<file path="config.mk">
export PLATFORM = sky130hd
export DESIGN_NAME = axis_board_flat
export DESIGN_NICKNAME = d
export VERILOG_FILES = /design/src/readout_pkg.sv /design/src/readout_bus_if.sv /design/src/axis_board.sv /design/src/pin_sync.sv /design/src/flat_wrapper.sv
export SDC_FILE = /design/constraint.sdc
export NUM_CORES = 1
export LEC_CHECK = 0
export BUFFER_PORTS_ARGS = -buffer_cell sky130_fd_sc_hd__buf_2
export CAP_MARGIN = 20
export CORE_UTILIZATION = 54
export DETAILED_ROUTE_END_ITERATION = 12
export PLACE_DENSITY = 0.76
export SLEW_MARGIN = 20
export SYNTH_ARGS = -nofsm -noshare
export SYNTH_HDL_FRONTEND = slang
export SYNTH_HIERARCHICAL = 1
export SYNTH_SLANG_ARGS = --single-unit
export TNS_END_PERCENT = 30
</file>
<file path="constraint.sdc">
create_clock -name clk_sys -period 32.5 [get_ports clk_sys]
set_input_delay 6.5 -clock clk_sys [delete_from_list [all_inputs] [get_ports clk_sys]]
set_output_delay 6.5 -clock clk_sys [all_outputs]
set_load 0.01 [all_outputs]
</file>
<file path="src/readout_pkg.sv">
// shared constants for the parallel position readout bus and its two ends
package readout_pkg;
	// ----------------------------------------------------------------
	// clock and timing
	// ----------------------------------------------------------------
	localparam int CLK_NS = 5;
	localparam int SYNC_LAT = 3;
	localparam int TPD_NS = 80;
	localparam int PD_CYC = TPD_NS / CLK_NS;
	localparam int HIST_DEPTH = PD_CYC + SYNC_LAT;
	localparam int TDV_NS = 150;
	localparam int TDV_CYC = TDV_NS / CLK_NS;
	localparam int TOE_NS = 50;
	localparam int TOE_CYC = (TOE_NS + CLK_NS - 1) / CLK_NS;
	localparam int TSU_NS = 10;
	localparam int TSU_CYC = (TSU_NS + CLK_NS - 1) / CLK_NS;
	localparam int THD_NS = 10;
	localparam int THD_CYC = (THD_NS + CLK_NS - 1) / CLK_NS;
	localparam int TSP_NS = 100;
	localparam int TSP_CYC = (TSP_NS + CLK_NS - 1) / CLK_NS;
	localparam int TZV_NS = 35;
	localparam int TZV_CYC = TZV_NS / CLK_NS;
	localparam int RD_CYC = TZV_CYC + 2 * SYNC_LAT + 1;
	// ----------------------------------------------------------------
	// bus shape and register selection
	// ----------------------------------------------------------------
	localparam int AXIS_W = 3;
	localparam int REG_W = 2;
	localparam int POS_W = 36;
	localparam int PHASE_W = 12;
	localparam int PERIOD_W = POS_W - PHASE_W;
	localparam int ADC_W = 10;
	localparam int STR_W = 8;
	localparam logic [AXIS_W-1:0] BCAST_AXIS = 3'h0;
	localparam logic [REG_W-1:0] REG_POSITION = 2'h0;
	localparam logic [REG_W-1:0] REG_STATUS = 2'h1;
	localparam logic [REG_W-1:0] REG_MODRESET = 2'h2;
	localparam logic [REG_W-1:0] REG_SPARE = 2'h3;
	// status word fields
	localparam int ST_COS_LSB = 0;
	localparam int ST_SIN_LSB = 10;
	localparam int ST_STR_LSB = 20;
	localparam int ST_ERR_LSB = 28;
	localparam int ST_SW_LSB = 32;
	localparam int ERR_OVERSPEED = 0;
	localparam int ERR_WEAK = 1;
	localparam int ERR_EXT_LSB = 2;
	localparam logic [STR_W-1:0] WEAK_LEVEL = 8'h20;
	// ----------------------------------------------------------------
	// controller registers on apb
	// ----------------------------------------------------------------
	localparam logic [11:0] OFS_CMD = 12'h000;
	localparam logic [11:0] OFS_STAT = 12'h004;
	localparam logic [11:0] OFS_DLO = 12'h008;
	localparam logic [11:0] OFS_DHI = 12'h00c;
	localparam int CMD_AXIS_LSB = 0;
	localparam int CMD_REG_LSB = 3;
	localparam int STAT_BUSY = 0;
	localparam int STAT_VALID = 1;
endpackage

</file>
<file path="src/readout_bus_if.sv">
// parallel readout bus joining the controller end and one axis board
`timescale 1ns/1ps
interface readout_bus_if;
	logic [readout_pkg::AXIS_W-1:0] sel_axis;
	logic [readout_pkg::REG_W-1:0] sel_reg;
	logic enable_n;
	logic [readout_pkg::POS_W-1:0] board_data;
	logic board_oe_n;
	logic [readout_pkg::POS_W-1:0] data_line;

	// released lines read as zero, no board drives them
	assign data_line = board_oe_n ? '0 : board_data;

	modport board (
		input sel_axis,
		input sel_reg,
		input enable_n,
		output board_data,
		output board_oe_n
	);
	modport host (
		output sel_axis,
		output sel_reg,
		output enable_n,
		input data_line
	);
endinterface

</file>
<file path="src/axis_board.sv">
// axis board end: position tracking, broadcast capture, register readout and module reset
//
// Our own choices: the placing of the registers and the APB slave port.
`timescale 1ns/1ps
// Behaviour
// - broadcast address 000 captures all axes together
// - host then reads each axis position in turn
// - captured sample taken 80 ns before strobe
// - captured position valid 150 ns after strobe
// - host holds enable low at least 50 ns
// - host spaces axis accesses at least 100 ns
// - 4 MHz single axis, plus 100 ns per axis
// - four 36-bit registers decoded per board
// - first register returns captured 36-bit position
// - status: cosine bits 0-9, sine 10-19
// - status: strength 20-27, errors 28-31, switches 32-34
// - third register access resets this board only
// - third register at address 0 resets all
// - fourth register reserved, reads zero
// - board address taken from switches, seven axes
// - switch resolution scales count by power two
// - direction switch reverses count sense
// - 4096 subdivisions per period, 36-bit word
module axis_board (
	input wire logic clk_sys,
	input wire logic sys_rst,
	readout_bus_if.board bus,
	input wire logic [readout_pkg::ADC_W-1:0] cos_sample,
	input wire logic [readout_pkg::ADC_W-1:0] sin_sample,
	input wire logic [readout_pkg::PHASE_W-1:0] phase_fine,
	input wire logic [readout_pkg::STR_W-1:0] strength,
	input wire logic [1:0] err_ext,
	input wire logic [readout_pkg::AXIS_W-1:0] sw_addr,
	input wire logic [1:0] sw_res,
	input wire logic sw_dir,
	output logic module_reset,
	output logic position_valid
);
	// ----------------------------------------------------------------
	// pin synchronisers
	// ----------------------------------------------------------------
	localparam int BUS_W = 1 + readout_pkg::AXIS_W + readout_pkg::REG_W;
	localparam int SW_W = 1 + 2 + readout_pkg::AXIS_W;
	localparam int DVC_W = 5;
	// the capture lands two cycles after the edge clears stage three, so those count too
	localparam logic [DVC_W-1:0] DV_LOAD =
		DVC_W'(readout_pkg::TDV_CYC - readout_pkg::SYNC_LAT - 2);

	logic [BUS_W-1:0] bus_s;
	logic [SW_W-1:0] sw_s;

	pin_sync #(.WIDTH(BUS_W), .INIT({BUS_W{1'b1}})) bus_sync (
		.clk_sys(clk_sys),
		.sys_rst(sys_rst),
		.pin({bus.enable_n, bus.sel_axis, bus.sel_reg}),
		.q(bus_s)
	);

	// switches are static straps but still arrive from outside the clock domain
	pin_sync #(.WIDTH(SW_W), .INIT({SW_W{1'b0}})) sw_sync (
		.clk_sys(clk_sys),
		.sys_rst(sys_rst),
		.pin({sw_dir, sw_res, sw_addr}),
		.q(sw_s)
	);

	logic enable_s;
	logic [readout_pkg::AXIS_W-1:0] axis_s, own_addr;
	logic [readout_pkg::REG_W-1:0] reg_s;
	logic [1:0] res_s;
	logic dir_s;
	assign enable_s = bus_s[BUS_W-1];
	assign axis_s = bus_s[BUS_W-2 -: readout_pkg::AXIS_W];
	assign reg_s = bus_s[readout_pkg::REG_W-1:0];
	assign own_addr = sw_s[readout_pkg::AXIS_W-1:0];
	assign res_s = sw_s[readout_pkg::AXIS_W +: 2];
	assign dir_s = sw_s[SW_W-1];

	// ----------------------------------------------------------------
	// access decode
	// ----------------------------------------------------------------
	logic en_prev_q, en_prev_d;
	logic fall, mine, bcast, capture_evt, reset_evt;

	// address 0 is the broadcast slot, so a board strapped to 0 never answers alone
	always_comb begin
		en_prev_d = enable_s;
		fall = en_prev_q & ~enable_s;
		mine = (axis_s == own_addr) && (own_addr != readout_pkg::BCAST_AXIS);
		bcast = (axis_s == readout_pkg::BCAST_AXIS);
		capture_evt = fall && bcast && (reg_s == readout_pkg::REG_POSITION);
		reset_evt = fall && (reg_s == readout_pkg::REG_MODRESET) && (mine || bcast);
	end

	// ----------------------------------------------------------------
	// position tracking
	// ----------------------------------------------------------------
	logic [readout_pkg::PHASE_W-1:0] prev_phase_q, prev_phase_d;
	logic [readout_pkg::PERIOD_W-1:0] period_q, period_d;
	logic [readout_pkg::POS_W-1:0] pos_q, pos_d;
	logic [3:0] err_q, err_d;
	logic [1:0] quad_prev, quad_cur;
	logic signed [readout_pkg::POS_W-1:0] raw_s, sense_s;
	logic [3:0] err_new;

	// quadrant steps mark period wraps; an opposite quadrant means the phase moved too far
	always_comb begin
		quad_prev = prev_phase_q[readout_pkg::PHASE_W-1 -: 2];
		quad_cur = phase_fine[readout_pkg::PHASE_W-1 -: 2];
		prev_phase_d = phase_fine;
		period_d = period_q;
		if (quad_prev == 2'h3 && quad_cur == 2'h0) begin
			period_d = period_q + 1'b1;
		end else if (quad_prev == 2'h0 && quad_cur == 2'h3) begin
			period_d = period_q - 1'b1;
		end
		if (reset_evt) begin
			period_d = '0;
		end
		raw_s = {period_q, prev_phase_q};
		sense_s = dir_s ? -raw_s : raw_s;
		pos_d = sense_s >>> res_s;
		err_new = '0;
		err_new[readout_pkg::ERR_OVERSPEED] = ((quad_prev ^ quad_cur) == 2'h2);
		err_new[readout_pkg::ERR_WEAK] = (strength < readout_pkg::WEAK_LEVEL);
		err_new[readout_pkg::ERR_EXT_LSB +: 2] = err_ext;
		// a fresh error wins over the reset that clears the flags
		err_d = (reset_evt ? 4'h0 : err_q) | err_new;
	end

	always_ff @(posedge clk_sys or posedge sys_rst) begin
		if (sys_rst) begin
			en_prev_q <= 1'b1;
			prev_phase_q <= '0;
			period_q <= '0;
			pos_q <= '0;
			err_q <= '0;
		end else begin
			en_prev_q <= en_prev_d;
			prev_phase_q <= prev_phase_d;
			period_q <= period_d;
			pos_q <= pos_d;
			err_q <= err_d;
		end
	end

	// ----------------------------------------------------------------
	// sample history: the tap lines up with the sample before the strobe
	// ----------------------------------------------------------------
	logic [readout_pkg::POS_W-1:0] hist_q [readout_pkg::HIST_DEPTH];
	logic [readout_pkg::POS_W-1:0] hist_d [readout_pkg::HIST_DEPTH];

	// costs a 19-deep shift line but keeps the data age fixed whatever the bus does
	always_comb begin
		hist_d[0] = pos_q;
		for (int i = 1; i < readout_pkg::HIST_DEPTH; i++) begin
			hist_d[i] = hist_q[i-1];
		end
	end

	always_ff @(posedge clk_sys or posedge sys_rst) begin
		if (sys_rst) begin
			for (int i = 0; i < readout_pkg::HIST_DEPTH; i++) begin
				hist_q[i] <= '0;
			end
		end else begin
			hist_q <= hist_d;
		end
	end

	// ----------------------------------------------------------------
	// capture and delayed release to the position register
	// ----------------------------------------------------------------
	logic [readout_pkg::POS_W-1:0] cap_q, cap_d, hold_q, hold_d;
	logic [DVC_W-1:0] dv_cnt_q, dv_cnt_d;
	logic valid_q, valid_d;

	// the held word changes only when the countdown ends or a module reset clears it, never mid-read
	always_comb begin
		cap_d = cap_q;
		hold_d = hold_q;
		dv_cnt_d = dv_cnt_q;
		valid_d = valid_q;
		if (capture_evt) begin
			cap_d = hist_q[readout_pkg::HIST_DEPTH-1];
			dv_cnt_d = DV_LOAD;
			valid_d = 1'b0;
		end else if (dv_cnt_q != '0) begin
			dv_cnt_d = dv_cnt_q - 1'b1;
			if (dv_cnt_q == 5'h01) begin
				hold_d = cap_q;
				valid_d = 1'b1;
			end
		end
		if (reset_evt) begin
			cap_d = '0;
			hold_d = '0;
			dv_cnt_d = '0;
			valid_d = 1'b0;
		end
	end

	always_ff @(posedge clk_sys or posedge sys_rst) begin
		if (sys_rst) begin
			cap_q <= '0;
			hold_q <= '0;
			dv_cnt_q <= '0;
			valid_q <= 1'b0;
		end else begin
			cap_q <= cap_d;
			hold_q <= hold_d;
			dv_cnt_q <= dv_cnt_d;
			valid_q <= valid_d;
		end
	end

	// ----------------------------------------------------------------
	// register readout onto the data lines
	// ----------------------------------------------------------------
	logic [readout_pkg::POS_W-1:0] out_q, out_d, status_word;
	logic oe_n_q, oe_n_d, rst_pulse_q;

	always_comb begin
		status_word = '0;
		status_word[readout_pkg::ST_COS_LSB +: readout_pkg::ADC_W] = cos_sample;
		status_word[readout_pkg::ST_SIN_LSB +: readout_pkg::ADC_W] = sin_sample;
		status_word[readout_pkg::ST_STR_LSB +: readout_pkg::STR_W] = strength;
		status_word[readout_pkg::ST_ERR_LSB +: 4] = err_q;
		status_word[readout_pkg::ST_SW_LSB +: 3] = {dir_s, res_s};
		unique case (reg_s)
			readout_pkg::REG_POSITION: out_d = hold_q;
			readout_pkg::REG_STATUS: out_d = status_word;
			readout_pkg::REG_MODRESET: out_d = '0;
			readout_pkg::REG_SPARE: out_d = '0;
		endcase
		oe_n_d = ~(~enable_s & mine);
	end

	always_ff @(posedge clk_sys or posedge sys_rst) begin
		if (sys_rst) begin
			out_q <= '0;
			oe_n_q <= 1'b1;
			rst_pulse_q <= 1'b0;
		end else begin
			out_q <= out_d;
			oe_n_q <= oe_n_d;
			rst_pulse_q <= reset_evt;
		end
	end

	assign bus.board_data = out_q;
	assign bus.board_oe_n = oe_n_q;
	assign module_reset = rst_pulse_q;
	assign position_valid = valid_q;
endmodule

</file>
<file path="src/pin_sync.sv">
// three-stage pin synchroniser that accepts a change once stages two and three agree
`timescale 1ns/1ps
module pin_sync #(
	parameter int WIDTH = 1,
	parameter logic [WIDTH-1:0] INIT = '0
) (
	input wire logic clk_sys,
	input wire logic sys_rst,
	input wire logic [WIDTH-1:0] pin,
	output logic [WIDTH-1:0] q
);
	logic [WIDTH-1:0] s1_q, s2_q, s3_q, out_q, out_d;

	// stage one feeds stage two only, so no logic sees a metastable value
	always_comb begin
		out_d = (s2_q == s3_q) ? s3_q : out_q;
	end

	always_ff @(posedge clk_sys or posedge sys_rst) begin
		if (sys_rst) begin
			s1_q <= INIT;
			s2_q <= INIT;
			s3_q <= INIT;
			out_q <= INIT;
		end else begin
			s1_q <= pin;
			s2_q <= s1_q;
			s3_q <= s2_q;
			out_q <= out_d;
		end
	end

	assign q = out_q;
endmodule

</file>
<file path="src/flat_wrapper.sv">
// flat-port wrapper written by rule: the top's interface ports become plain ports
module axis_board_flat 
  (clk_sys, sys_rst, cos_sample, sin_sample, phase_fine, strength, err_ext, sw_addr, sw_res, sw_dir, module_reset, position_valid, bus_sel_axis, bus_sel_reg, bus_enable_n, bus_board_data, bus_board_oe_n);
  readout_bus_if bus_i ();
  input wire logic clk_sys;
  input wire logic sys_rst;
  input wire logic [readout_pkg::ADC_W-1:0] cos_sample;
  input wire logic [readout_pkg::ADC_W-1:0] sin_sample;
  input wire logic [readout_pkg::PHASE_W-1:0] phase_fine;
  input wire logic [readout_pkg::STR_W-1:0] strength;
  input wire logic [1:0] err_ext;
  input wire logic [readout_pkg::AXIS_W-1:0] sw_addr;
  input wire logic [1:0] sw_res;
  input wire logic sw_dir;
  output logic module_reset;
  output logic position_valid;
  input wire logic [$bits(bus_i.sel_axis)-1:0] bus_sel_axis;
  input wire logic [$bits(bus_i.sel_reg)-1:0] bus_sel_reg;
  input wire logic [$bits(bus_i.enable_n)-1:0] bus_enable_n;
  output wire logic [$bits(bus_i.board_data)-1:0] bus_board_data;
  output wire logic [$bits(bus_i.board_oe_n)-1:0] bus_board_oe_n;
  assign bus_i.sel_axis = bus_sel_axis;
  assign bus_i.sel_reg = bus_sel_reg;
  assign bus_i.enable_n = bus_enable_n;
  assign bus_board_data = bus_i.board_data;
  assign bus_board_oe_n = bus_i.board_oe_n;
  axis_board u_core (.clk_sys(clk_sys), .sys_rst(sys_rst), .bus(bus_i), .cos_sample(cos_sample), .sin_sample(sin_sample), .phase_fine(phase_fine), .strength(strength), .err_ext(err_ext), .sw_addr(sw_addr), .sw_res(sw_res), .sw_dir(sw_dir), .module_reset(module_reset), .position_valid(position_valid));
endmodule
</file>
==> summary by stage, run 1 <==
Yosys
In the synthesized netlist, mux cells make up 3.13% of the area. The mean instance size in the synthesized netlist is 16.5 um^2. The proportion of synthesized flip-flops having asynchronous set or reset is 100%. The number of warnings issued by yosys is 6.

The largest total area in the synthesized netlist belongs to sky130_fd_sc_hd__dfrtp_1. The number of distinct library cells after synthesis is 79. Of the total synthesized cell area, the portion taken by AND, OR, NAND and NOR gates is 4.72%.

The sequential fraction of the synthesis area is 80.7%. The area share of fa/ha/maj cells after synthesis is 1.20%. Synthesis produced 1,745 cells. By area the synthesized netlist is led by sky130_fd_sc_hd__dfrtp_1 78%, sky130_fd_sc_hd__a22o_1 2.4%, sky130_fd_sc_hd__dfstp_2 2.4%. The share of the synthesized area in the top cell type is 78.4%. The post-synthesis compound-gate area fraction is 7.15%.

In the synthesized netlist the dominant register cell turns out to be sky130_fd_sc_hd__dfrtp_1. In this run, synthesis produced a sequential element count of 925. The dominant combinational cell family by area after synthesis is compound AO/OA/AOI/OAI gates. The synthesized netlist occupies a cell area of 28,700 um^2. Yosys mapped a number of flops with a built-in enable equal to 0. The number of nets produced by synthesis is 1,828. The xor and xnor area share after synthesis is 1.70%.

Floorplan
The core region is 52,600 um^2. From left edge to right edge, the die measures 233 um. The initial utilization of the core area, before any placement, comes to 54.6%. The chip height is 233 um. The placement row count is 84. In this run the count of I/O pins placed on the die edge is 95. The die area is 54,100 um^2.

GRT
For this run, the total global-route usage over all layers was measured as 23.5%. Global routing consumed, on the met3 layer, 3.28% of the routing resources. met2 is the most crowded layer.

The number of antenna violations at the first check in global routing is 2. The total overflow left after global routing is 0. The number of global-route vias before repair is 16,000. Entering global routing, the biggest net connects 200 pins. The global-route wire length before repair is 94,300 um.

The met1 layer usage reported by global route is 29.0%. The met2 capacity usage during global routing is 42.4%.

Clocking
The hold buffer count at CTS is 0. CTS saw 925 sinks. The number of gates resized after CTS is 0. The clock latency on the worst-skew pair is 0.62 ns. The clock root buffer is sky130_fd_sc_hd__clkbuf_16. The maximum buffer depth of the clock tree is 3. The CTS buffer count is 86.

The clock-pin transition on the worst setup and hold timing paths is 0.08 ns. The deepest level of the CTS H-tree is 3. TritonCTS built the clock tree. Post-CTS timing repair inserted 0 buffers for setup.

STA
For the final database, setup skew stands at 0.0272 ns. The worst hold slack is 0.334 ns. Based on the critical path, the design can be clocked at up to 105 MHz. The number of endpoints with negative hold slack in the final report is 0. For the pin with the worst max-slew slack, the measured transition is 0.955 ns. The worst slew slack as a fraction of its limit is 36.3%. The final number of max-transition violations is 0. The worst path in the final design needs a cycle of 9.57 ns, including I/O delays and setup. After layout, the worst path uses 29.4% of the clock period. After layout, the worst setup slack is 22.93 ns. Setup repair after global routing left no endpoint under its margin.

Setup violations remaining at the end of the flow were counted as 0. After routing, the total negative slack on setup checks comes to 0 ns.

Critical path
The path type of the worst setup path is in2async. In this run the worst path has a maximum fanout of 127. The startpoint type of the worst setup path is an input pin.

The startpoint of the worst register-to-register path is u_core/bus_sync/q[1]. Data arrives at the worst endpoint at 10.22 ns. The launch point of the critical path is sys_rst. The critical path endpoint category is an asynchronous set/reset pin. Data on the critical path is required at its endpoint by 33.15 ns.

Layout
The repair_antennas step left the layout with diodes totalling 0. The leading cell type in the layout, fill and taps excluded is sky130_fd_sc_hd__dfrtp_1. Of the cells placed in the final design, the portion with a size suffix greater than 1 is 17.1%. The total non-filler cell area in the finished layout is 33,000 um^2. Compared with the post-synthesis result, the final layout area differs by 14.9%. Counting the fill cells in the layout gives 3,414. In the layout the commonest cells are 897 x sky130_fd_sc_hd__dfrtp_1, 99 x sky130_fd_sc_hd__nor2_1, 94 x sky130_fd_sc_hd__buf_2. At the end of the flow, the number of nets in the layout was 1,965.

Hold path
In this run the most critical hold path is launched from u_core/hist_d[241]. The type of the worst min-delay path is reg2reg.

Status
The flow ran to the end, and the final reports show no timing, DRC or antenna violations.

Routing
The detailed-router iteration count before antenna repair is 5. The detailed-route wire length is 60,800 um. Once detail routing completed, the nets flagged for antenna violations numbered 0. The mean routed wirelength per cell is 23.0 um. The starting DRC count in detailed routing is 912. For this run, design rule violations remaining after detail routing come to 0. Detailed routing inserted a total of 14,500 vias.

The number of vias per cell after detailed routing is 5.51.

Power and ir drop
The leakage power figure is 15.2 nW. The proportion of total power due to net switching is 29.0%. In this run the power density over the cells is 107 nW/um^2. The analysis attributes to net switching a power of 1.03 mW. Total power for the finished layout comes to 3.54 mW. The worst-case IR drop observed on VDD is 0.0000528 V. The internal portion of the total power is 2.51 mW.

Per report_power, the clock group accounts for 30.2% of the total. Of the total power, registers draw 54.7%. The share of total power dissipated in combinational logic is 15.1%.

Placed design
The final RePlAce weighted congestion is 0.823. After detailed placement, the total cell area comes to 29,900 um^2. Detailed placement ended at an HPWL of 30,800 um. The number of input and output port buffers inserted is 94. Before CTS, the worst setup slack after placement is 21.37 ns.

Job
Max-cap violations in this run came to 0.
## state kept, by name (all words and copies together), names as in the netlist, 12 cells and up
register and cells:
u_core/pos_q 36, u_core/prev_phase_q 12, u_core/period_q 24, u_core/cap_q 36, u_core/hold_q 36, u_core/hist_d 648, u_core/bus.board_data 36, u_core/hist_q 36
## through the flow
stage	std cells	util, %
floorplan	1745	-
global placement	2481	56.9
detailed placement	2481	56.9
CTS	2639	62.7
global route	2640	62.8
finish	2640	62.8
## synth_stat cells (3+ instances only)
| cell | number |
|---|---|
| sky130_fd_sc_hd__nand4_1 | 5 |
| sky130_fd_sc_hd__nor4_1 | 4 |
| sky130_fd_sc_hd__xor2_1 | 28 |
| sky130_fd_sc_hd__mux4_2 | 3 |
| sky130_fd_sc_hd__a21o_1 | 12 |
| sky130_fd_sc_hd__nand2_1 | 74 |
| sky130_fd_sc_hd__clkbuf_8 | 4 |
| sky130_fd_sc_hd__o22ai_1 | 12 |
| sky130_fd_sc_hd__a22o_1 | 78 |
| sky130_fd_sc_hd__mux2i_1 | 66 |
| sky130_fd_sc_hd__o2bb2ai_1 | 3 |
| sky130_fd_sc_hd__a211oi_1 | 6 |
| sky130_fd_sc_hd__or2_2 | 7 |
| sky130_fd_sc_hd__buf_1 | 7 |
| sky130_fd_sc_hd__a31oi_1 | 8 |
| sky130_fd_sc_hd__dfrtp_1 | 899 |
| sky130_fd_sc_hd__and2_1 | 5 |
| sky130_fd_sc_hd__o32ai_1 | 3 |
| sky130_fd_sc_hd__or3_1 | 5 |
| sky130_fd_sc_hd__a211o_1 | 5 |
| sky130_fd_sc_hd__nor3_1 | 19 |
| sky130_fd_sc_hd__o21ai_0 | 46 |
| sky130_fd_sc_hd__clkbuf_1 | 48 |
| sky130_fd_sc_hd__o22a_1 | 4 |
| sky130_fd_sc_hd__inv_1 | 20 |
| sky130_fd_sc_hd__or2_1 | 3 |
| sky130_fd_sc_hd__ha_1 | 26 |
| sky130_fd_sc_hd__and4_1 | 3 |
| sky130_fd_sc_hd__a21oi_1 | 45 |
| sky130_fd_sc_hd__and3_1 | 4 |
| sky130_fd_sc_hd__nand2b_1 | 7 |
| sky130_fd_sc_hd__or3_2 | 4 |
| sky130_fd_sc_hd__nand3_1 | 25 |
| sky130_fd_sc_hd__o31ai_1 | 10 |
| sky130_fd_sc_hd__dfstp_2 | 26 |
| sky130_fd_sc_hd__o21a_1 | 8 |
| sky130_fd_sc_hd__nor2_1 | 100 |
| sky130_fd_sc_hd__a41oi_1 | 3 |
| sky130_fd_sc_hd__xnor2_1 | 26 |
| sky130_fd_sc_hd__mux2_2 | 15 |
| sky130_fd_sc_hd__o211ai_1 | 12 |
| sky130_fd_sc_hd__a31o_2 | 4 |
| sky130_fd_sc_hd__nor4_2 | 3 |
## worst max-delay path, stage by stage
cell	delay (ns)
sky130_fd_sc_hd__buf_2	0.14
sky130_fd_sc_hd__inv_8	0.55
sky130_fd_sc_hd__buf_4	0.75
sky130_fd_sc_hd__buf_6	0.68
sky130_fd_sc_hd__buf_6	0.68
sky130_fd_sc_hd__buf_6	0.68
## area by class of cell
class                           instances  area [um^2]  area share (%)
Clock buffer                          129         2620            7.94
Multi-Input combinational cell        734         5170            15.7
Clock inverter                         29          390            1.18
Inverter                               21         86.3           0.262
Tap cell                              688          861            2.61
Timing Repair Buffer                  114          672            2.04
Sequential cell                       925        23200            70.3
## metal layers
| metal | up-vias | part of all wire, % | routed length [um] |
|---|---|---|---|
| met5 | - | 0 | 0 |
| li1 | 6279 | - | - |
| met1 | 7708 | 39 | 23800 |
| met3 | 106 | 4.2 | 2570 |
| met2 | 441 | 54 | 32700 |
| met4 | 0 | 2.8 | 1710 |
## power groups by stage
stage / Sequential [mW] / Combinational (mW) / Clock, mW
after detailed placement: 1.91 / 0.510 / 0
after global routing: 1.98 / 0.587 / 1.14
after global placement: 1.85 / 0.493 / 0
final: 1.94 / 0.534 / 1.07
after CTS: 1.95 / 0.531 / 1.09
after floorplan: 1.83 / 0.396 / 0
## cell families (layout without fill, tap and decap cells)
family                   Yosys count  in the layout
flip-flops                       925            925
XOR/XNOR                          55             55
buffers and inverters             86            293
adder cells (fa/ha/maj)           27             27
AND/OR/NAND/NOR                  284            284
multiplexers                      84             84
AO/OA/AOI/OAI                    284            284
## final timing paths
check	to	slack (ns)	cells after the start
min in group asynchronous	u_core/hist_d[145]	6.06	2
setup reg to reg	u_core/hold_q[13]	28.93	8
hold reg to reg	u_core/hist_d[205]	0.33	0
max in group clk_sys	u_core/period_q[20]	23.48	11
setup / recovery	u_core/hist_d[498]	22.93	6
hold / removal	u_core/hist_d[205]	0.33	0
No activity file was read; power rests on OpenSTA's default activity.
==> inputs of run 2 (changes only) <==
--- a/config.mk
+++ b/config.mk
@@ -7,9 +7,9 @@
 export LEC_CHECK = 0
 export BUFFER_PORTS_ARGS = -buffer_cell sky130_fd_sc_hd__buf_2
 export CAP_MARGIN = 20
-export CORE_UTILIZATION = 54
+export CORE_UTILIZATION = 55
 export DETAILED_ROUTE_END_ITERATION = 12
-export PLACE_DENSITY = 0.76
+export PLACE_DENSITY = 0.74
 export SLEW_MARGIN = 20
 export SYNTH_ARGS = -nofsm -noshare
 export SYNTH_HDL_FRONTEND = slang
==> constraint.sdc (replaced) <==
create_clock -name clk_sys -period 9.95 [get_ports clk_sys]
set_input_delay 1.99 -clock clk_sys [delete_from_list [all_inputs] [get_ports clk_sys]]
set_output_delay 1.99 -clock clk_sys [all_outputs]
set_load 0.01 [all_outputs]
==> summary by stage, run 2 (same netlist as run 1, synthesis figures left out) <==
GRT
The number of global-route vias before repair came to 16,300. The number of antenna violations at the first check in global routing was 0. The first global-routing pass estimated 95,400 um of wire. Global routing used 23.8% of the available tracks. The total global routing overflow is 0. Entering global routing, the biggest net connects 189 pins.

Clocking
The hold buffer count at CTS is 0. The post-CTS setup repair buffer count is 0. TritonCTS built the clock tree.

The clock latency on the worst-skew pair is 0.64 ns. The clock-pin transition on the worst setup and hold timing paths is 0.07 ns. Clock tree synthesis selected as its root buffer the cell sky130_fd_sc_hd__clkbuf_16. The H-tree was split into 3 levels.

The CTS buffer count is 85. CTS saw 925 sinks. The number of gates resized after CTS is 0.

The maximum buffer depth of the clock tree is 3.

STA
Hold is met by 0.336 ns. The maximum clock rate is 224 MHz. The final critical path takes up 45.0% of the cycle. The final number of max-transition violations is 0.

For the pin with the worst max-slew slack, the measured transition is 0.974 ns. The setup TNS is 0 ns. Setup repair after global routing left no endpoint under its margin. The final setup skew is 0.0264 ns. Setup violations remaining at the end of the flow were counted as 0. The worst slew slack as a fraction of its limit is 35.1%. The worst path in the final design needs a cycle of 4.47 ns, including I/O delays and setup.

Across all setup checks in the final design, the least slack found is 5.48 ns. The number of endpoints with negative hold slack in the final report is 0.

Routing
The DRC violation count after routing is 0. In this run the remaining antenna-violating nets after routing total 0. After the first detailed-routing iteration, the DRC count stood at 1,122. The detailed-router iteration count before antenna repair is 5.

Using the TritonRoute via totals, the vias-per-cell ratio works out to 5.54. The mean routed wirelength per cell is 22.6 um. The detailed-route wire length is 59,400 um. For this block, the via count after detailed routing is 14,600.

Critical path
The required time at the endpoint of the critical path is 10.46 ns. STA classifies the critical path startpoint as an input pin. Along the worst path, the maximum fanout reaches 27. The destination of the worst register-to-register timing path is u_core/period_q[16].

The worst register-to-register path has a setup slack of 6.43 ns. The arrival time reported for the critical path endpoint is 4.99 ns. The path type of the worst setup path is in2reg. STA classifies the critical path endpoint as a register.

The startpoint of the worst register-to-register path is u_core/prev_phase_q[10]. The worst-case reg-to-reg path depth is 8.

Power and ir drop
Power spread over the standard cell area amounts to 350 nW/um^2. The worst-case IR drop observed on VDD is 0.000155 V. The design draws 11.5 mW. Summed over all cells, the static leakage comes to 15.2 nW.

Layout
The number of flip-flops in the largest register is 648. The number of antenna diodes in the final layout is 0. The share of layout cells above drive strength 1 is 17.3%. Cells fill 64.1% of the core in the end. The area growth from synthesis to layout is 14.7%. The top cell types in the final layout, fill and taps aside, are 897 x sky130_fd_sc_hd__dfrtp_1, 99 x sky130_fd_sc_hd__nor2_1, 94 x sky130_fd_sc_hd__buf_2. The leading cell type in the layout, fill and taps excluded is sky130_fd_sc_hd__dfrtp_1. The final net count is 1,963.

Floorplan
In this run the core area contains 83 standard-cell rows. The count of boundary I/O pins is 95. In this run the vertical extent of the chip is 230 um. The core region is 51,400 um^2. Measured along the x axis, the die boundary spans 230 um. The die area is 53,100 um^2. Once the floorplan was initialized, standard cells occupied 55.8% of the core.

Hold path
The worst hold path cell count is 0. In this run the most critical hold path is launched from u_core/hist_d[312]. The path with the worst hold slack has its endpoint at u_core/hist_d[276]. The type of the worst min-delay path is reg2reg.

Job
The max-cap violation count is 0.

Placed design
At the end of routability-driven placement, the weighted congestion stood at 0.802. The number of input and output port buffers inserted is 94. Detailed placement finished with a half-perimeter wire length of 30,300 um. The worst setup slack before clock tree synthesis is 4.83 ns.

Status
The flow ran to the end, and the final reports show no timing, DRC or antenna violations.
[run 2: changes by cell type in the layout (fill, tap and decap cells not counted), moves of 2 or more]
cell / delta
sky130_fd_sc_hd__buf_12: +3
sky130_fd_sc_hd__buf_4: +2
sky130_fd_sc_hd__buf_6: -5
sky130_fd_sc_hd__bufinv_16: +2
sky130_fd_sc_hd__clkbuf_1: -5
sky130_fd_sc_hd__clkbuf_16: -3
sky130_fd_sc_hd__clkinv_2: +5
sky130_fd_sc_hd__inv_6: +2
[run 2: metrics by stage]
stage | cell area [um^2] | cells
floorplan | 28700 | 1745
global placement | 29900 | 2472
detailed placement | 29900 | 2473
CTS | 32900 | 2630
global route | 32900 | 2630
finish | 32900 | 2630
[run 2: worst max path at each step]
stage,slack (ns),end,cells past startpoint,startpoint
floorplan,-4.10,u_core/bus.board_data[0],1,sys_rst
CTS,5.50,u_core/period_q[16],10,phase_fine[11]
global route,5.17,u_core/period_q[20],11,phase_fine[11]
detailed placement,4.83,u_core/period_q[16],10,phase_fine[11]
global placement,4.40,u_core/period_q[16],10,phase_fine[11]
finish,5.48,u_core/period_q[16],10,phase_fine[11]
[run 2: cell type report]
type                    instances  area, um^2
repair buffers                113         663
multi-input cells             734        5170
clock buffers                 120        2510
fillers                      3237       18500
well taps                     680         851
flip-flops and latches        925       23200
inverters                      21        82.6
clock inverters                37         484
[run 2: per-layer routing]
metal | global-route usage, % | vias up | routed length (um)
li1 | - | 6270 | -
met1 | 30.2 | 7716 | 23300
met2 | 41.2 | 458 | 31500
met3 | 3.77 | 126 | 2600
met4 | 9.77 | 0 | 1960
met5 | 0 | - | 0
[run 2: critical path: stages]
cell and delay, ns:
sky130_fd_sc_hd__buf_2 0.12, sky130_fd_sc_hd__nor2_1 0.13, sky130_fd_sc_hd__nand3_2 0.54, sky130_fd_sc_hd__ha_1 0.62
sky130_fd_sc_hd__a2111o_1 0.45, sky130_fd_sc_hd__o211ai_1 0.33, sky130_fd_sc_hd__o21ai_0 0.21, sky130_fd_sc_hd__a41oi_1 0.31
sky130_fd_sc_hd__xnor2_1 0.09, sky130_fd_sc_hd__a22o_1 0.18
[run 2: power breakdown]
part           leakage (nW)  internal, mW  switching (mW)  total [mW]
sequential             11.1          5.45           0.837        6.29
clock                  1.48          2.03            1.43        3.46
combinational          2.54         0.717            1.05        1.77
==> inputs of run 3 (changes only) <==
--- a/config.mk
+++ b/config.mk
@@ -5,6 +5,7 @@
 export SDC_FILE = /design/constraint.sdc
 export NUM_CORES = 1
 export LEC_CHECK = 0
+export ABC_AREA = 1
 export BUFFER_PORTS_ARGS = -buffer_cell sky130_fd_sc_hd__buf_2
 export CAP_MARGIN = 20
 export CORE_UTILIZATION = 55
==> constraint.sdc (replaced) <==
create_clock -name clk_sys -period 4.65 [get_ports clk_sys]
set_input_delay 0.93 -clock clk_sys [delete_from_list [all_inputs] [get_ports clk_sys]]
set_output_delay 0.93 -clock clk_sys [all_outputs]
set_load 0.01 [all_outputs]
==> summary by stage, run 3 <==
Placed design
The count of placed standard cells including taps is 2,915. The number of input and output port buffers inserted is 94. Routability-driven placement finished with a final weighted congestion of 0.902. The HPWL after detailed placement is 35,200 um.

Clocking
The number of gates resized after CTS is 0. Clock-pin slew was measured on the worst setup and hold paths at 0.07 ns. The CTS buffer count is 86.

The number of clock sinks seen by CTS is 925. The post-CTS setup repair buffer count is 0. TritonCTS built the clock tree. The deepest level of the CTS H-tree is 3. Hold repair after CTS inserted 0 buffers. The clock latency on the worst-skew pair is 0.64 ns.

The clock root buffer is sky130_fd_sc_hd__clkbuf_16. The maximum buffer depth of the clock tree is 3.

Yosys
The share of the Yosys chip area taken by registers is 79.5%. The mean instance size in the synthesized netlist is 13.5 um^2. In the synthesized netlist the async set-or-reset flop fraction comes to 100%. The top flip-flop cell by instance count after synthesis is sky130_fd_sc_hd__dfrtp_1.

By count the netlist is led by 899 x sky130_fd_sc_hd__dfrtp_1, 469 x sky130_fd_sc_hd__nand2_1, 217 x sky130_fd_sc_hd__nand3_1. The post-synthesis cell area is 29,200 um^2. The netlist uses 44 different library cells. For this run, the number of Yosys warnings is 6. The number of storage elements in the synthesis netlist is 925.

Yosys mapped a number of flops with a built-in enable equal to 0. By area the synthesized netlist is led by sky130_fd_sc_hd__dfrtp_1 77%, sky130_fd_sc_hd__nand2_1 6.0%, sky130_fd_sc_hd__nand3_1 3.7%. The cell count after synthesis came out at 2,162.

The number of nets produced by synthesis is 2,245. After synthesis, the largest area contributor takes up 77.1% of total cell area. The cell taking the most area after synthesis is sky130_fd_sc_hd__dfrtp_1. In the post-synthesis netlist, the cell with the most instances is sky130_fd_sc_hd__dfrtp_1.

STA
Setup violations remaining at the end of the flow were counted as 0. Setup repair after global routing left no endpoint under its margin. The final number of max-transition violations is 0. The final setup skew is 0.0169 ns. On the final layout, the worst hold slack is 0.289 ns. The worst-margin pin slew is 0.977 ns.

Headroom to the max-slew limit came out at 34.6%. Static timing analysis puts the maximum clock frequency at 299 MHz. The number of endpoints with negative hold slack in the final report is 0. The period utilization is 72.0%. The time the worst path needs with I/O delays and setup is 3.35 ns.

Floorplan
For this configuration, the core starts out at a cell density of 55.6%. The count of boundary I/O pins is 95. The floorplan step set the die height to 232 um. The total area inside the core boundary comes to 52,400 um^2. The die outline width is 232 um. The placement row count is 84. The die covers 54,000 um^2.

Hold path
In this run the worst hold path is classified as in2async.

Routing
Once detail routing completed, the nets flagged for antenna violations numbered 0. The mean routed wirelength per cell is 21.3 um. The number of vias per cell after detailed routing is 5.43. The routed design has 65,400 um of wire. The DRC violation count after routing is 0. After the first detailed-routing iteration, the DRC count stood at 1,457. The pre-antenna-repair detailed-routing pass consisted of 6 iterations. The routed layout has 16,700 vias.

Power and ir drop
The analysis attributes to net switching a power of 7.67 mW. The leakage power figure is 16.4 nW. The worst-case IR drop observed on VDD is 0.000311 V. The cell-internal power is 17.2 mW. In this run, the clock network consumes 29.5% of the power. The combinational share of power is 16.5%. The proportion of total power due to net switching is 30.9%.

The power per standard cell area is 741 nW/um^2. The proportion of power drawn by flip-flops and latches is 54.0%.

Layout
The post-route netlist has 14.3% of its cells at a drive strength greater than 1. In the layout the commonest cells are 899 x sky130_fd_sc_hd__dfrtp_1, 469 x sky130_fd_sc_hd__nand2_1, 217 x sky130_fd_sc_hd__nand3_1. Excluding fillers, the count of instances in the completed layout stands at 3,073.

Leaving out fill and tap cells, the most frequent cell in the layout is sky130_fd_sc_hd__dfrtp_1. The register with the most flip-flops in the layout has 648 of them. From synthesis to final layout, the design area changed by 14.9%. In the final design database the tool counted 2,399 nets.

GRT
The first global-routing pass estimated 103,000 um of wire. The total global routing overflow is 0. The largest net degree at the start of global routing is 136. The overall track demand over capacity in global routing is 25.5%. The number of antenna violations at the first check in global routing is 3.

The number of global-route vias before repair is 18,100.

Critical path
The startpoint type of the worst setup path is a register. The required time at the endpoint of the critical path is 5.14 ns. The startpoint of the worst register-to-register path is u_core/bus_sync/q[1]. Tracing the worst setup path back leads to its startpoint at u_core/bus_sync/q[1]. The path type of the worst setup path is reg2reg. In this run the worst path has a maximum fanout of 65. The critical path endpoint category is a register. The arrival time reported for the critical path endpoint is 3.83 ns.

Job
The max-cap violation count is 0.

Status
The run finished with clean final reports.
-- run 3: changes by cell type after synthesis, moves of 15 or more --
| cell | delta |
|---|---|
| sky130_fd_sc_hd__a22o_1 | -78 |
| sky130_fd_sc_hd__clkbuf_1 | -27 |
| sky130_fd_sc_hd__inv_1 | +86 |
| sky130_fd_sc_hd__mux2_2 | -15 |
| sky130_fd_sc_hd__mux2i_1 | -66 |
| sky130_fd_sc_hd__nand2_1 | +395 |
| sky130_fd_sc_hd__nand2_2 | +15 |
| sky130_fd_sc_hd__nand3_1 | +192 |
| sky130_fd_sc_hd__nand4_1 | +31 |
| sky130_fd_sc_hd__o21ai_1 | +38 |
| sky130_fd_sc_hd__xnor2_1 | -21 |
-- run 3: power groups by stage --
stage | Combinational, mW | Clock [mW] | Sequential (mW)
4_1_cts | 4.07 | 7.52 | 13.5
3_5_place_dp | 3.90 | 0 | 13.3
6_report | 4.10 | 7.32 | 13.4
3_3_place_gp | 3.82 | 0 | 12.9
5_1_grt | 4.57 | 7.83 | 13.7
2_1_floorplan | 2.81 | 0 | 12.8
-- run 3: through the flow --
step	cell area (um^2)	total power, mW	utilization, %	setup TNS [ns]	setup slack (ns)
2_1_floorplan	29200	15.6	-	-7303.90	-8.34
3_3_place_gp	30500	16.7	58.2	0	0.906
3_5_place_dp	30500	17.2	58.2	0	0.919
4_1_cts	33500	25.1	63.9	0	1.34
5_1_grt	33500	26.1	63.9	0	1.12
6_report	33500	24.8	63.9	0	1.30
-- run 3: final timing paths --
kind | to | slack (ns) | cells past startpoint
min in group clk_sys | u_core/hist_d[307] | 0.33 | 0
hold / removal | u_core/hist_d[353] | 0.29 | 2
setup reg to reg | u_core/dv_cnt_q[0] | 1.30 | 7
max in group asynchronous | u_core/pos_q[16] | 3.12 | 4
hold reg to reg | u_core/hist_d[307] | 0.33 | 0
setup / recovery | u_core/dv_cnt_q[0] | 1.30 | 7
-- run 3: routing by layer --
layer | share of wire, % | track usage, %
met1 | 39 | 31.9
met5 | 0 | 0
met3 | 4.5 | 3.30
met2 | 53 | 44.9
met4 | 3.4 | 10.6
-- run 3: layout make-up --
type	instances	area, um^2
antenna	1	2.50
clock buffer	115	2420
clock inverter	41	549
fill	3456	18900
inverter	114	432
multi-input combinational	1070	5290
sequential	925	23200
tap	688	861
timing repair buffer	119	783
-- run 3: logic make-up after synthesis --
family                   Yosys count  synth area share (%)
adder cells (fa/ha/maj)           27                  1.18
buffers and inverters            167                  2.38
AO/OA/AOI/OAI                    138                  2.60
XOR/XNOR                          25                 0.751
flip-flops                       925                  79.5
AND/OR/NAND/NOR                  880                  13.6
-- run 3: critical path: stages, from the launching register on --
cell	delay, ns
sky130_fd_sc_hd__dfstp_2	0.58
sky130_fd_sc_hd__clkinv_1	0.07
sky130_fd_sc_hd__buf_4	0.31
sky130_fd_sc_hd__nand4_2	0.30
sky130_fd_sc_hd__inv_2	0.35
sky130_fd_sc_hd__nor2_4	0.83
sky130_fd_sc_hd__nand2_1	0.30
sky130_fd_sc_hd__o21ai_0	0.45
